<file path="src/verilog/uabd_regs.vh">
// Purpose: Constants for the automatic rate detection block.
// Assumes: Included by bare name from the design files.
// Notes: Definitions only.
`ifndef UABD_REGS_VH
`define UABD_REGS_VH
`define UABD_CAL_BYTE     8'h55
`define UABD_EDGE_LAST    3'h5
`define UABD_CNT_MAX      16'hffff
`define UABD_CNT_ZERO     16'h0000
`define UABD_DIV_SEL00    10'h1ff
`define UABD_DIV_SEL01    10'h07f
`define UABD_DIV_SEL11    10'h01f
`define UABD_PRE_ZERO     10'h000
`define UABD_ST_IDLE      2'h0
`define UABD_ST_START     2'h1
`define UABD_ST_COUNT     2'h2
`define UABD_ST_BREAK     2'h3
`endif

</file>
<file path="src/verilog/uabd_prescale.v">
// Purpose: Counter clock tick for the rate measurement, one clock pulse.
// Assumes: Single clock domain; clr restarts the division.
// Notes: Divides by 512, 128 or 32 per the divider select bits.
`timescale 1ns/1ns
`include "uabd_regs.vh"
module uabd_prescale
(
  // Clock and reset
  input  wire       clk,
  input  wire       rstn,
  // Control
  input  wire       run,
  input  wire       clr,
  input  wire       wide_divider_select,
  input  wire       high_speed_select,
  // Tick
  output wire       tick
);
  reg  [9:0] pre_r;
  reg  [9:0] term;

  always @*
  begin
    case ({wide_divider_select, high_speed_select})
      2'b00:   term = `UABD_DIV_SEL00;
      2'b11:   term = `UABD_DIV_SEL11;
      default: term = `UABD_DIV_SEL01;
    endcase
  end

  assign tick = run && (pre_r >= term);

  always @(posedge clk or negedge rstn)
  begin
    if (!rstn)
      pre_r <= `UABD_PRE_ZERO;
    else if (clr || !run || tick)
      pre_r <= `UABD_PRE_ZERO;
    else
      pre_r <= pre_r + 10'h001;
  end
endmodule

</file>
<file path="src/verilog/uabd_detect.v">
// Purpose: Automatic baud rate measurement for the asynchronous serial port.
// Assumes: 20 MHz clk; rx from a pin; control bits are plain ports.
// Notes: Software actions arrive as one-cycle strobes.
`timescale 1ns/1ns
`include "uabd_regs.vh"
module uabd_detect
(
  // Clock and reset
  input  wire        clk,
  input  wire        rstn,
  // Serial line
  input  wire        rx,
  // Configuration
  input  wire        sync_mode_select,
  input  wire        wake_on_break_enable,
  input  wire        wide_divider_select,
  input  wire        high_speed_select,
  // Software strobes
  input  wire        autobaud_enable_set,
  input  wire        overflow_wr,
  input  wire        overflow_wdata,
  input  wire        divisor_low_wr,
  input  wire        divisor_high_wr,
  input  wire [7:0]  divisor_wdata,
  input  wire        receive_buffer_rd,
  // Status
  output wire        autobaud_enable,
  output wire        autobaud_overflow_flag,
  output wire [7:0]  divisor_low_byte,
  output wire [7:0]  divisor_high_byte,
  output wire        receive_ready_flag,
  output wire        rx_hold_idle,
  output wire        measuring
);
  reg        rx_s1_r;
  reg        rx_s2_r;
  reg        rx_prev_r;
  reg        en_r;
  reg        ovf_r;
  reg        rdy_r;
  reg [15:0] cnt_r;
  reg [1:0]  st_r;
  reg [2:0]  edges_r;
  reg        brk_done_r;
  wire       fall;
  wire       rise;
  wire       tick;
  wire       active;
  wire       wrap;
  wire       fifth;

  // Two stages before any logic sees the pin.
  always @(posedge clk or negedge rstn)
  begin
    if (!rstn)
    begin
      rx_s1_r   <= 1'b1;
      rx_s2_r   <= 1'b1;
      rx_prev_r <= 1'b1;
    end
    else
    begin
      rx_s1_r   <= rx;
      rx_s2_r   <= rx_s1_r;
      rx_prev_r <= rx_s2_r;
    end
  end

  assign fall = rx_prev_r && !rx_s2_r;
  assign rise = !rx_prev_r && rx_s2_r;

  // Synchronous mode disables detection; wake-on-break defers it to the next byte.
  assign active = en_r && !sync_mode_select;
  assign fifth  = (st_r == `UABD_ST_COUNT) && rise && (edges_r == (`UABD_EDGE_LAST - 3'h1));
  assign wrap   = (st_r == `UABD_ST_COUNT) && tick && (cnt_r == `UABD_CNT_MAX);

  uabd_prescale uabd_prescale_inst
  (
    .clk                 (clk),
    .rstn                (rstn),
    .run                 (st_r == `UABD_ST_COUNT),
    .clr                 (rise),
    .wide_divider_select (wide_divider_select),
    .high_speed_select   (high_speed_select),
    .tick                (tick)
  );

  // Sequencer.
  always @(posedge clk or negedge rstn)
  begin
    if (!rstn)
    begin
      st_r       <= `UABD_ST_IDLE;
      edges_r    <= 3'h0;
      brk_done_r <= 1'b0;
    end
    else if (!active)
    begin
      st_r       <= `UABD_ST_IDLE;
      edges_r    <= 3'h0;
      brk_done_r <= 1'b0;
    end
    else
    begin
      case (st_r)
        `UABD_ST_IDLE:
        begin
          edges_r <= 3'h0;
          // The break must end before the measured byte is awaited, but only once per run.
          if (wake_on_break_enable && !brk_done_r)
            st_r <= `UABD_ST_BREAK;
          else if (fall)
            st_r <= `UABD_ST_START;
        end
        `UABD_ST_BREAK:
        begin
          if (rise)
          begin
            st_r       <= `UABD_ST_IDLE;
            brk_done_r <= 1'b1;
          end
        end
        `UABD_ST_START:
        begin
          // The bit after the start bit is the least significant one, high for the calibration byte.
          if (rise)
          begin
            st_r    <= `UABD_ST_COUNT;
            edges_r <= 3'h1;
          end
        end
        `UABD_ST_COUNT:
        begin
          if (rise)
            edges_r <= edges_r + 3'h1;
          if (fifth)
            st_r <= `UABD_ST_IDLE;
        end
        default: st_r <= `UABD_ST_IDLE;
      endcase
    end
  end

  // Divisor pair doubles as the 16-bit measurement counter.
  always @(posedge clk or negedge rstn)
  begin
    if (!rstn)
      cnt_r <= `UABD_CNT_ZERO;
    else if (autobaud_enable_set && !en_r)
      cnt_r <= `UABD_CNT_ZERO;
    else if (en_r)
    begin
      if (st_r == `UABD_ST_COUNT && tick)
        cnt_r <= cnt_r + 16'h0001;
    end
    else if (divisor_low_wr)
      cnt_r <= {cnt_r[15:8], divisor_wdata};
    else if (divisor_high_wr)
      cnt_r <= {divisor_wdata, cnt_r[7:0]};
  end

  // Enable bit: software sets it, the fifth edge clears it.
  always @(posedge clk or negedge rstn)
  begin
    if (!rstn)
      en_r <= 1'b0;
    else if (fifth)
      en_r <= 1'b0;
    else if (autobaud_enable_set)
      en_r <= 1'b1;
  end

  // Hardware wrap wins over a software write in the same cycle.
  always @(posedge clk or negedge rstn)
  begin
    if (!rstn)
      ovf_r <= 1'b0;
    else if (wrap)
      ovf_r <= 1'b1;
    else if (overflow_wr)
      ovf_r <= overflow_wdata;
  end

  always @(posedge clk or negedge rstn)
  begin
    if (!rstn)
      rdy_r <= 1'b0;
    else if (fifth)
      rdy_r <= 1'b1;
    else if (receive_buffer_rd)
      rdy_r <= 1'b0;
  end

  assign autobaud_enable        = en_r;
  assign autobaud_overflow_flag = ovf_r;
  assign divisor_low_byte       = cnt_r[7:0];
  assign divisor_high_byte      = cnt_r[15:8];
  assign receive_ready_flag     = rdy_r;
  assign rx_hold_idle           = en_r;
  assign measuring              = (st_r == `UABD_ST_COUNT);
endmodule

</file>
<file path="config.mk">
export PLATFORM = sky130hd
export DESIGN_NAME = uabd_detect
export DESIGN_NICKNAME = d
export VERILOG_FILES = /design/src/verilog/uabd_prescale.v /design/src/verilog/uabd_detect.v
export VERILOG_INCLUDE_DIRS = /design/src /design/src/verilog
export SDC_FILE = /design/constraint.sdc
export NUM_CORES = 1
export LEC_CHECK = 0
export CAP_MARGIN = 30
export CORE_AREA = 2 2 77 79
export DETAILED_ROUTE_END_ITERATION = 12
export DIE_AREA = 0 0 79 81
export DONT_BUFFER_PORTS = 1
export PLACE_DENSITY = 0.71
export SYNTH_ARGS = -nofsm -noshare
export SYNTH_HDL_FRONTEND = slang
export SYNTH_SLANG_ARGS = --single-unit
</file>
<file path="constraint.sdc">
create_clock -name clk -period 4.8 [get_ports clk]
set_input_delay 0.24 -clock clk [delete_from_list [all_inputs] [get_ports clk]]
set_output_delay 0.24 -clock clk [all_outputs]
set_load 0.05 [all_outputs]
</file>
# After elaboration in Yosys (flattened, before gate mapping)

Cells that the tools add are included.

Register bits after elaboration: 38
Input port bits: 21

$add $sub $neg: 3
Order comparisons: 1
Eq/ne operators: 16
Mux-type cells: 27
Reduce and logical (&&, ||, !) cells: 30

Operator list:

| cell                                                                    | number |
|---|---|
| 16-bit two-way mux                                                      | 5 |
| 9-bit one-hot mux with 2 select lines                                   | 1 |
| 16-bit by 1-bit adder with 16-bit output, second input constant         | 1 |
| 16-bit == test, second input constant                                   | 1 |
| 2-bit two-way mux                                                       | 6 |
| 3-bit inequality test, second input constant                            | 4 |
| 10-bit by 1-bit adder with 10-bit output, second input constant         | 1 |
| 10-bit by 9-bit greater-or-equal comparator with 1-bit output           | 1 |
| 1-bit logical AND                                                       | 10 |
| 10-bit two-way mux                                                      | 1 |
| 1-bit two-way mux                                                       | 9 |
| 3-bit two-way mux                                                       | 3 |
| 3-bit one-hot mux with 3 select lines                                   | 1 |
| 2-bit one-hot mux with 4 select lines                                   | 1 |
| 2-bit == test, second input constant                                    | 3 |
| 1-bit zero test                                                         | 6 |
| 3-bit by 1-bit inequality test with 1-bit output, second input constant | 2 |
| 3-bit AND reduction                                                     | 2 |
| 2-bit nonzero test                                                      | 3 |
| 3-bit nonzero test                                                      | 2 |
| 2-bit zero test                                                         | 2 |
| 4-bit by 1-bit inequality test with 1-bit output, second input constant | 1 |
| 4-bit inequality test, second input constant                            | 1 |
| 2-bit AND reduction                                                     | 2 |
| other kinds (7)                                                         | 8 |

# Longest topological paths before layout

Gate-level depths: netlist (run 1).

Depth in word-level cells: 8
Depth in mapped cells: 7

# Cells and area by module

Synthesis (run 1) repeated with hierarchy kept, for this count alone.

Cell total of the unflattened synthesis: 246
Area, all modules: 2,312.2 um^2

By module, submodules not included:

| module        | instances | cells an instance | area an instance (um^2) |
|---|---|---|---|
| uabd_detect   | 1         | 191               | 1,735.4 |
| uabd_prescale | 1         | 55                | 576.8 |

# Least setup slack after synthesis (run 1)

Ideal clock, no wire load.

Path kind: register -> register
From: reg cnt_r[0]
To: reg cnt_r[12]
Data arrival time: 2.224 ns
Required time: 4.679 ns
Slack: 2.455 ns
Stages on the path, launching flop included: 6
Path buffers: 0
Period minus slack after synthesis: 2.345 ns
Cells stage by stage: dfrtp_1 > ha_1 > nand3_1 > or4_1 > a311o_1 > o22a_1

Word-level cells in the longest chain between the ends: 4

Ends and longest elaborated chain:

| element                                  | line              | RTL |
|---|---|---|
| start: declaration                       | uabd_detect.v:41  | `reg [15:0] cnt_r;` |
| start signal: assignment                 | uabd_detect.v:148 | `` cnt_r <= `UABD_CNT_ZERO; `` |
| start signal: assignment                 | uabd_detect.v:150 | `` cnt_r <= `UABD_CNT_ZERO; `` |
| start signal: assignment                 | uabd_detect.v:154 | `cnt_r <= cnt_r + 16'h0001;` |
| 16-bit by 1-bit adder with 16-bit output | uabd_detect.v:154 |  |
| 16-bit two-way mux                       | uabd_detect.v:153 | `` if (st_r == `UABD_ST_COUNT && tick) `` |
| 16-bit two-way mux                       | uabd_detect.v:151 | `else if (en_r)` |
| 16-bit two-way mux                       | uabd_detect.v:149 | `else if (autobaud_enable_set && !en_r)` |

No other way between the ends. The select of a mux whose other input is x is not followed.
A chain may end at the register's enable or synchronous reset.

# Final worst setup path (run 1)

From: reg st_r[0]
To: reg cnt_r[3]

Word-level cells in the longest chain between the ends: 5

Ends and longest elaborated chain:

| element                                                             | line               | RTL |
|---|---|---|
| start: declaration                                                  | uabd_detect.v:42   | `reg [1:0] st_r;` |
| start signal: assignment                                            | uabd_detect.v:93   | `` st_r <= `UABD_ST_IDLE; `` |
| start signal: assignment                                            | uabd_detect.v:99   | `` st_r <= `UABD_ST_IDLE; `` |
| start signal: assignment                                            | uabd_detect.v:111  | `` st_r <= `UABD_ST_BREAK; `` |
| 2-bit == test *                                                     | --                 |  |
| named net measuring                                                 | uabd_detect.v:33   | `output wire measuring` |
| 1-bit logical AND                                                   | uabd_prescale.v:31 | `assign tick = run && (pre_r >= term);` |
| 1-bit logical AND *                                                 | uabd_detect.v:153  |  |
| 3-bit by 1-bit inequality test with 1-bit output (no source line) * | --                 |  |
| 2-bit AND reduction (no source line) *                              | --                 |  |
| end signal: assignment                                              | uabd_detect.v:154  |  |
| end signal: assignment                                              | uabd_detect.v:157  | `cnt_r <= {cnt_r[15:8], divisor_wdata};` |
| end signal: assignment                                              | uabd_detect.v:159  | `cnt_r <= {divisor_wdata, cnt_r[7:0]};` |

Mark *: on every way through the listed nets, which the timed path passes. The rest lies on a longest branch.

==> results of run 1 <==
## cells in the mapped netlist, types with 3 or more instances
| master | instances |
|---|---|
| nor4_1 | 5 |
| dfrtp_1 | 35 |
| and2_1 | 3 |
| and4_1 | 5 |
| inv_1 | 11 |
| nand4_1 | 15 |
| o2111ai_1 | 3 |
| mux2_2 | 4 |
| o211a_1 | 5 |
| nor2b_1 | 3 |
| nand2b_1 | 7 |
| a31oi_1 | 4 |
| nand2_1 | 23 |
| clkbuf_1 | 8 |
| mux2i_1 | 9 |
| nor2_1 | 14 |
| a211o_1 | 3 |
| dfstp_2 | 3 |
| or4_1 | 3 |
| nand3_1 | 16 |
| or3_1 | 3 |
| a21oi_1 | 10 |
| a32oi_1 | 6 |
| ha_1 | 11 |
| xor2_1 | 5 |
| nor2_2 | 8 |
| o21ai_0 | 5 |
| a22o_1 | 3 |
| and3_1 | 6 |
| nor3_1 | 4 |
| o211ai_1 | 8 |
## metal layers
layer  routed length, um  vias to the layer above
met1                2790                     1110
met3                 493                       15
li1                    -                     1107
met4                 112                        0
met2                3270                      104
met5                   0                        -
## kinds of logic after synthesis
family,count (synthesis)
buffers and inverters,26
AOI/OAI and AO/OA,72
and+or+nand+nor,124
muxes,13
DFF,38
xor gates and xnor gates,7
adders and majority gates,11
## state kept, by name, indices dropped and copies added, names as in the netlist
signal	cells
autobaud_enable	1
autobaud_overflow_flag	1
brk_done_r	1
cnt_r	16
edges_r	3
receive_ready_flag	1
rx_prev_r	1
rx_s1_r	1
rx_s2_r	1
st_r	2
uabd_prescale_inst.pre_r	10
## power groups by stage
stage	sequential [uW]	combinational (uW)	clock, uW
after floorplan	379	170	0
after global placement	384	190	0
after detailed placement	386	194	0
after CTS	379	206	289
after global routing	384	234	304
final	379	207	280
## through the flow
step / utilization [%] / worst slack [ns] / total power, uW / hold WS [ns] / area, um^2
floorplan: - / 2.46 / 549 / -0.0556 / 2670
global placement: 47.4 / 2.32 / 574 / -0.0548 / 2690
detailed placement: 47.4 / 2.24 / 580 / -0.0548 / 2690
CTS: 50.1 / 2.22 / 874 / 0.0329 / 2850
global route: 50.1 / 2.01 / 922 / 0.0445 / 2850
finish: 50.1 / 2.20 / 866 / 0.0385 / 2850
## worst register-to-register path: stages, from the launching register on
cell,delay (ns)
dfrtp_1,0.41
inv_1,0.13
ha_1,0.79
and3_1,0.31
o211a_1,0.32
nor2_1,0.16
o311ai_0,0.37
## cell type report
type	instances	area, um^2
repair buffers	4	47.5
inverters	11	41.3
well taps	75	93.8
fillers	534	2830
flip-flops and latches	38	956
clock buffers	5	68.8
multi-input cells	227	1590
clock inverters	3	45.0
## placed cells by master, fill, tap and decap left out, types with 5 or more instances in the layout
| master | netlist | layout |
|---|---|---|
| a21oi_1 | 10 | 10 |
| a32oi_1 | 6 | 6 |
| and3_1 | 6 | 6 |
| and4_1 | 5 | 5 |
| clkbuf_8 | 0 | 5 |
| dfrtp_1 | 35 | 34 |
| ha_1 | 11 | 11 |
| inv_1 | 11 | 11 |
| mux2i_1 | 9 | 9 |
| nand2_1 | 23 | 23 |
| nand2b_1 | 7 | 7 |
| nand3_1 | 16 | 16 |
| nand4_1 | 15 | 15 |
| nor2_1 | 14 | 14 |
| nor2_2 | 8 | 8 |
| nor4_1 | 5 | 5 |
| o211a_1 | 5 | 5 |
| o211ai_1 | 8 | 8 |
| o21ai_0 | 5 | 5 |
| xor2_1 | 5 | 5 |
## path summary, 6_finish.rpt
check                                           to  cells after the start              start  slack [ns]
worst max register to register            cnt_r[3]                      6            st_r[0]        2.20
min in group asynchronous                 cnt_r[1]                      2               rstn        0.40
worst min-delay path            receive_ready_flag                      1  receive_buffer_rd        0.04
max in group asynchronous                  rx_s2_r                      2               rstn        4.12
worst max-delay path                      cnt_r[3]                      6            st_r[0]        2.20
worst min register to register             rx_s2_r                      0            rx_s1_r        0.36
==> flow_metrics.env, run 1 <==
export IMPL_synthTopCellsByArea="dfrtp_1, ha_1, nand4_1"
export IMPL_maxCapViolCount=0
export IMPL_cp_cell_sequence="inv_1, ha_1, and3_1, o211a_1, nor2_1, o311ai_0"
export IMPL_synth_compound_area_share_pct=21.1
export IMPL_die_w_um=79
export IMPL_floorplan_initialDensity_pct=47.0
export IMPL_ys_ff_latch=38
export IMPL_finClkSkew_ns=0.00698
export IMPL_dp_cells=352
export IMPL_yosysTopAreaCell="dfrtp_1"
export IMPL_grt_pass1_wl_um=11300
export IMPL_syn_avg_cell_area_um2=9.17
export IMPL_ir_drop_mv=0.285
export IMPL_synth_cells=291
export IMPL_pwr_density_cell_mw_per_mm2=304
export IMPL_antenna_left=0
export IMPL_wl_per_cell_um=18.4
export IMPL_cp_max_fo=15
export IMPL_critPathMaxStageDelay_ns=0.79
export IMPL_synth_cell_type_count=61
export IMPL_cp_data_required_time_ns=4.98
export IMPL_synthMuxAreaShare_pct=5.07
export IMPL_clock_sinks=38
export IMPL_hold_viol=0
export IMPL_achievable_frequency_mhz=384
export IMPL_clockRootBuffer="clkbuf_8"
export IMPL_wl_um=6660
export IMPL_fp_row_count=28
export IMPL_vias=2336
export IMPL_critPathLaunchType="flip-flop"
export IMPL_diodes=0
export IMPL_p_leak_uw=0.00119
export IMPL_seq_area_frac_synth_pct=35.8
export IMPL_busiest_layer="met2"
export IMPL_area_delta_synth_final_pct=6.66
export IMPL_cts_tree="built"
export IMPL_drc=0
export IMPL_pwr_share_comb_pct=23.9
export IMPL_slew_violations=0
export IMPL_synth_nets=323
export IMPL_min_period_ns=2.60
export IMPL_ios=42
export IMPL_critPathTopFamily="adder cells"
export IMPL_synthAdderAreaFrac_pct=5.16
export IMPL_layout_nets=319
export IMPL_min_period_over_period_pct=54.2
export IMPL_endpoint_kind="flip-flop"
export IMPL_drive_gt1_share_pct=12.5
export IMPL_synth_top_cell_area_share_pct=32.8
export IMPL_grt_pass1_vias=2276
export IMPL_cp_arrival_ns=2.78
export IMPL_die_y_um=81
export IMPL_synth_edf_count=0
export IMPL_final_cells=363
export IMPL_synth_flop_cell="dfrtp_1"
export IMPL_synth_xor_area_share_pct=2.30
export IMPL_dieArea_mm2=0.00640
export IMPL_drtIter0Drc=208
export IMPL_hold_buffers=3
export IMPL_tightest_slew_ns=0.929
export IMPL_synthSimpleGateAreaFrac_pct=26.1
export IMPL_cts_buffer_depth=2
export IMPL_grtUsageMet2_pct=39.4
export IMPL_switching_power_uw=296
export IMPL_dr_pass1_iters=5
export IMPL_cts_resized=0
export IMPL_dp_hpwl_um=4840
export IMPL_outcome="complete, no violations"
export IMPL_cp_slowest_cell="ha_1"
export IMPL_synth_top_family_by_area="simple AND/OR/NAND/NOR gates"
export IMPL_routabilityCongestion=0.929
export IMPL_clock_latency_ns=0.30
export IMPL_cts_buffers=5
export IMPL_path_buf_inv=1
export IMPL_grt_start_max_net_pins=39
export IMPL_grt_ovfl_total=0
export IMPL_cts_setup_buffers=0
export IMPL_clkPwrFrac_pct=32.3
export IMPL_routed_via_density=6.44
export IMPL_grtUsageMet3_pct=5.11
export IMPL_fin_setup_tns_ns=0
export IMPL_p_sw_share_pct=34.2
export IMPL_met1_usage_pct=27.7
export IMPL_port_buffers=0
export IMPL_cts_clk_slew_worst_paths_ns=0.08
export IMPL_core_area_mm2=0.00568
export IMPL_criticalPathCategory="flip-flop to flip-flop"
export IMPL_async_reset_ff_share_pct=100
export IMPL_sequentialPowerShare_pct=43.8
export IMPL_p_int_uw=570
export IMPL_setup_viol=0
export IMPL_htreeDepth=2
export IMPL_antenna_found_initial=0
export IMPL_rsz0062_at_grt="no"
export IMPL_hp_class="input pin to flip-flop"
export IMPL_yosysWarnings=0
export IMPL_relSlewSlack_pct=38.1
export IMPL_grt_usage_pct=22.5
export IMPL_synth_area_mm2=0.00267
No activity file was read; power rests on OpenSTA's default activity.
==> run 2: changes to the inputs <==
==> constraint.sdc (replaced) <==
create_clock -name clk -period 2.6 [get_ports clk]
set_input_delay 0.13 -clock clk [delete_from_list [all_inputs] [get_ports clk]]
set_output_delay 0.13 -clock clk [all_outputs]
set_load 0.05 [all_outputs]
==> run 2 against run 1 <==
Critical path depth is 1 lower. Sequential share of layout area decreased by 1.6 points. Fmax up 9.6%. Highest routed layer unchanged. Via count up 5.7%. Flip-flop and latch count unchanged. Setup slack lost 2.0 ns. Largest power group unchanged. Sequential power rose by 78%. Design area up 5.1%. Register-to-register slack worse by 2.0 ns.
==> flow_metrics.env, run 2 (synthesized netlist as in run 1, its figures left out) <==
export IMPL_outcome="complete, no violations"
export IMPL_dp_cells=368
export IMPL_maxCapViolCount=0
export IMPL_tightest_slew_ns=0.607
export IMPL_relSlewSlack_pct=59.5
export IMPL_final_cells=382
export IMPL_holdPathStages=3
export IMPL_min_period_ns=2.38
export IMPL_clkPwrFrac_pct=31.4
export IMPL_pwr_density_cell_mw_per_mm2=541
export IMPL_p_sw_share_pct=33.9
export IMPL_routed_via_density=6.46
export IMPL_p_int_uw=1070
export IMPL_hp_class="input pin to flip-flop"
export IMPL_min_period_over_period_pct=91.4
export IMPL_fin_setup_tns_ns=0
export IMPL_critPathLaunchType="flip-flop"
export IMPL_cp_max_fo=10
export IMPL_htreeDepth=2
export IMPL_cts_resized=0
export IMPL_ios=42
export IMPL_m1WireLength_um=2960
export IMPL_clockRootBuffer="clkbuf_8"
export IMPL_die_w_um=79
export IMPL_antenna_left=0
export IMPL_die_y_um=81
export IMPL_finClkSkew_ns=0.00610
export IMPL_rr_worst_depth=5
export IMPL_drtIter0Drc=218
export IMPL_cp_slowest_cell="or4b_1"
export IMPL_final_seq_area_um2=956
export IMPL_grt_pass1_wl_um=11800
export IMPL_dp_hpwl_um=5130
export IMPL_cts_tree="built"
export IMPL_multiInputGateArea_mm2=0.00159
export IMPL_vias=2469
export IMPL_cts_buffer_depth=2
export IMPL_largest_register_ffs=16
export IMPL_area_delta_synth_final_pct=12.1
export IMPL_setup_viol=0
export IMPL_hold_buffers=6
export IMPL_wl_met3_um=499
export IMPL_largestRegisters="cnt_r (16), uabd_prescale_inst.pre_r (10), edges_r (3)"
export IMPL_antenna_found_initial=0
export IMPL_regMostFlops="cnt_r"
export IMPL_dieArea_mm2=0.00640
export IMPL_criticalPathCategory="flip-flop to flip-flop"
export IMPL_port_buffers=0
export IMPL_clock_sinks=38
export IMPL_wl_per_cell_um=18.7
export IMPL_grt_pass1_vias=2311
export IMPL_sequentialPowerShare_pct=41.7
export IMPL_cp_arrival_ns=2.60
export IMPL_cts_clk_slew_worst_paths_ns=0.08
export IMPL_grt_ovfl_total=0
export IMPL_clock_latency_ns=0.30
export IMPL_layout_common_cells="dfrtp_1, nand2_1, buf_4"
export IMPL_critPathMaxStageDelay_ns=0.82
export IMPL_ir_drop_mv=0.331
export IMPL_slew_violations=0
export IMPL_p_leak_uw=0.00128
export IMPL_total_power_uw=1620
export IMPL_fin_util_pct=52.7
export IMPL_grt_start_max_net_pins=39
export IMPL_layout_nets=338
export IMPL_grt_usage_pct=23.5
export IMPL_pwr_share_comb_pct=26.9
export IMPL_cp_data_required_time_ns=2.82
export IMPL_fill_cells=531
export IMPL_dr_pass1_iters=6
export IMPL_drc=0
export IMPL_layout_commonest_cell="dfrtp_1"
export IMPL_core_area_mm2=0.00568
export IMPL_switching_power_uw=549
export IMPL_floorplan_initialDensity_pct=47.0
export IMPL_hold_viol=0
export IMPL_achievable_frequency_mhz=421
export IMPL_drive_gt1_share_pct=16.6
export IMPL_cp_cell_sequence="ha_1, and4_1, o2111a_1, or4b_1, a21oi_2"
export IMPL_routabilityCongestion=0.931
export IMPL_wl_um=7140
export IMPL_dr_wl_met2_um=3550
export IMPL_rsz0062_at_grt="no"
export IMPL_hold_slack_ns=0.0240
export IMPL_endpoint_kind="flip-flop"
export IMPL_diodes=0
export IMPL_top_layer_used="met4"
export IMPL_cts_setup_buffers=0
export IMPL_fp_row_count=28
export IMPL_cts_buffers=5
==> run 2: changes by cell type in the layout (fill, tap and decap cells not counted) <==
cell	previous run	this run
buf_4	1	17
clkbuf_1	0	1
clkinvlp_4	2	1
dlygate4sd3_1	2	5
==> run 2: metal layers <==
metal	GRT usage (%)	vias to the layer above
met1	29.9	1202
met5	0	-
li1	-	1151
met3	5.44	20
met2	39.8	96
met4	7.24	0
==> run 2: final timing paths <==
check	slack (ns)	startpoint	end
hold / removal	0.02	autobaud_enable_set	cnt_r[1]
setup reg to reg	0.22	uabd_prescale_inst.pre_r[0]	uabd_prescale_inst.pre_r[9]
min in group asynchronous	0.30	rstn	cnt_r[0]
max in group asynchronous	2.03	rstn	rx_prev_r
setup / recovery	0.22	uabd_prescale_inst.pre_r[0]	uabd_prescale_inst.pre_r[9]
hold reg to reg	0.36	rx_s1_r	rx_s2_r
==> run 2: critical path: cells and delay by family, from the launching register on <==
kind	cells	cell delay, ns
DFF	1	0.42
and+or+nand+nor	2	1.12
adders and majority gates	1	0.25
AOI/OAI and AO/OA	2	0.53
==> run 2: through the flow <==
step	cell area [um^2]	setup slack (ns)
floorplan	2670	0.255
global placement	2810	0.281
detailed placement	2810	0.218
CTS	2990	0.203
global route	2990	0.0845
finish	2990	0.225
==> run 2: power groups by stage <==
| stage | clock, uW | combinational [uW] | sequential (uW) |
|---|---|---|---|
| detailed placement | 0 | 409 | 686 |
| global placement | 0 | 398 | 683 |
| finish | 509 | 436 | 674 |
| floorplan | 0 | 315 | 700 |
| global route | 546 | 486 | 681 |
| CTS | 521 | 436 | 673 |
==> run 2: layout make-up <==
class,instances,area share (%)
clock buffers,6,2.43
clock inverters,2,1.25
inverters,11,1.38
multi-input cells,227,53.2
flip-flops and latches,38,32.0
well taps,75,3.14
repair buffers,23,6.61
==> run 3: changes to the inputs <==
--- a/config.mk
+++ b/config.mk
@@ -11,7 +11,9 @@
 export DETAILED_ROUTE_END_ITERATION = 12
 export DIE_AREA = 0 0 79 81
 export DONT_BUFFER_PORTS = 1
+export MAX_ROUTING_LAYER = met4
 export PLACE_DENSITY = 0.71
 export SYNTH_ARGS = -nofsm -noshare
 export SYNTH_HDL_FRONTEND = slang
 export SYNTH_SLANG_ARGS = --single-unit
+export TNS_END_PERCENT = 1
==> run 3 against run 2 <==
Clock power is essentially flat. Total power is essentially flat. Register-to-register slack is essentially flat. Flip-flop and latch count is the same. Critical path depth is the same.
==> flow_metrics.env, run 3 (synthesized netlist as in run 1, its figures left out) <==
export IMPL_wl_per_cell_um=18.7
export IMPL_largest_register_ffs=16
export IMPL_pwr_share_comb_pct=26.9
export IMPL_rsz0062_at_grt="no"
export IMPL_drive_gt1_share_pct=16.6
export IMPL_core_area_mm2=0.00568
export IMPL_area_delta_synth_final_pct=12.1
export IMPL_relSlewSlack_pct=59.3
export IMPL_sequentialPowerShare_pct=41.6
export IMPL_p_int_uw=1070
export IMPL_routabilityCongestion=0.948
export IMPL_vias=2425
export IMPL_dr_pass1_iters=5
export IMPL_dieArea_mm2=0.00640
export IMPL_critPathLaunch="uabd_prescale_inst.pre_r[0]"
export IMPL_grt_start_max_net_pins=39
export IMPL_floorplan_initialDensity_pct=47.0
export IMPL_outcome="complete, no violations"
export IMPL_cp_data_required_time_ns=2.82
export IMPL_min_period_ns=2.37
export IMPL_regMostFlops="cnt_r"
export IMPL_layout_nets=338
export IMPL_fin_setup_tns_ns=0
export IMPL_grtUsageMet3_pct=5.22
export IMPL_switching_power_uw=549
export IMPL_ios=42
export IMPL_busiest_layer="met2"
export IMPL_achievable_frequency_mhz=422
export IMPL_clock_latency_ns=0.29
export IMPL_port_buffers=0
export IMPL_cts_buffer_depth=2
export IMPL_grtUsageMet2_pct=39.7
export IMPL_ir_drop_mv=0.330
export IMPL_hold_viol=0
export IMPL_fill_cells=531
export IMPL_drtIter0Drc=196
export IMPL_hp_class="input pin to flip-flop"
export IMPL_grt_ovfl_total=0
export IMPL_antenna_found_initial=0
export IMPL_slew_violations=0
export IMPL_met1_usage_pct=30.2
export IMPL_cts_clk_slew_worst_paths_ns=0.08
export IMPL_fp_row_count=28
export IMPL_pwr_density_cell_mw_per_mm2=541
export IMPL_layout_common_cells="dfrtp_1, nand2_1, buf_4"
export IMPL_cts_buffers=5
export IMPL_grt_pass1_vias=2298
export IMPL_clock_sinks=38
export IMPL_p_leak_uw=0.00128
export IMPL_cts_tree="built"
export IMPL_routed_via_density=6.35
export IMPL_htreeDepth=2
export IMPL_rr_startpoint="uabd_prescale_inst.pre_r[0]"
export IMPL_finClkSkew_ns=0.00465
export IMPL_critPathLaunchType="flip-flop"
export IMPL_clkPwrFrac_pct=31.5
export IMPL_die_y_um=81
export IMPL_die_w_um=79
export IMPL_tightest_slew_ns=0.610
export IMPL_grt_pass1_wl_um=11800
export IMPL_dp_hpwl_um=5130
export IMPL_wl_um=7130
export IMPL_clockRootBuffer="clkbuf_8"
export IMPL_fin_util_pct=52.7
export IMPL_maxCapViolCount=0
export IMPL_drc=0
export IMPL_largestRegisters="cnt_r (16), uabd_prescale_inst.pre_r (10), edges_r (3)"
export IMPL_setup_viol=0
export IMPL_antenna_left=0
export IMPL_min_period_over_period_pct=91.2
export IMPL_hold_start="autobaud_enable_set"
export IMPL_grt_usage_pct=24.2
export IMPL_cp_max_fo=10
export IMPL_layout_commonest_cell="dfrtp_1"
export IMPL_criticalPathCategory="flip-flop to flip-flop"
export IMPL_endpoint_kind="flip-flop"
export IMPL_cp_arrival_ns=2.59
export IMPL_p_sw_share_pct=33.9
export IMPL_diodes=0
run 3: final cells by class:
class	count	area, um^2	share of cell area, %
multi-input combinational	227	1590	53.2
timing repair buffer	23	198	6.61
tap	75	93.8	3.14
clock inverter	2	37.5	1.25
inverter	11	41.3	1.38
clock buffer	6	72.6	2.43
sequential	38	956	32.0
run 3: layer usage:
metal | routed length (um) | up-vias
met5 | 0 | -
met4 | 118 | 0
met3 | 468 | 13
met2 | 3510 | 88
met1 | 3030 | 1178
li1 | - | 1146
run 3: final timing paths:
check                           cells after the start                          end  slack, ns
worst max register to register                      5  uabd_prescale_inst.pre_r[9]       0.23
min in group asynchronous                           2                     cnt_r[0]       0.30
worst max-delay path                                5  uabd_prescale_inst.pre_r[9]       0.23
max in group asynchronous                           2                    rx_prev_r       2.03
worst min register to register                      0                      rx_s2_r       0.36
worst min-delay path                                3                     cnt_r[1]       0.04
run 3: worst max-delay path, stage by stage, from the launching register on:
cell,delay (ns)
dfrtp_1,0.42
ha_1,0.25
and4_1,0.29
o2111a_1,0.31
or4b_1,0.82
a21oi_2,0.21
run 3: repair_timing:
item / in CTS / in global routing
hold buffers: 6 / 0
hold endpoints to repair: 41 / 0
resized for setup: 0 / 0
buffers inserted: 0 / 0
run 3: power groups by stage:
stage,clock (uW),combinational [uW],sequential (uW)
3_5_place_dp,0,409,686
5_1_grt,545,486,681
4_1_cts,521,436,673
3_3_place_gp,0,398,683
2_1_floorplan,0,315,700
6_report,509,435,674
run 3: through the flow:
stage / hold WS, ns / total power, uW / setup WS, ns / instances / cell area [um^2]
2_1_floorplan: -0.166 / 1010 / 0.255 / 291 / 2670
3_3_place_gp: -0.165 / 1080 / 0.281 / 368 / 2810
3_5_place_dp: -0.165 / 1090 / 0.218 / 368 / 2810
4_1_cts: 0.0310 / 1630 / 0.203 / 382 / 2990
5_1_grt: 0.0526 / 1710 / 0.0827 / 382 / 2990
6_report: 0.0355 / 1620 / 0.228 / 382 / 2990
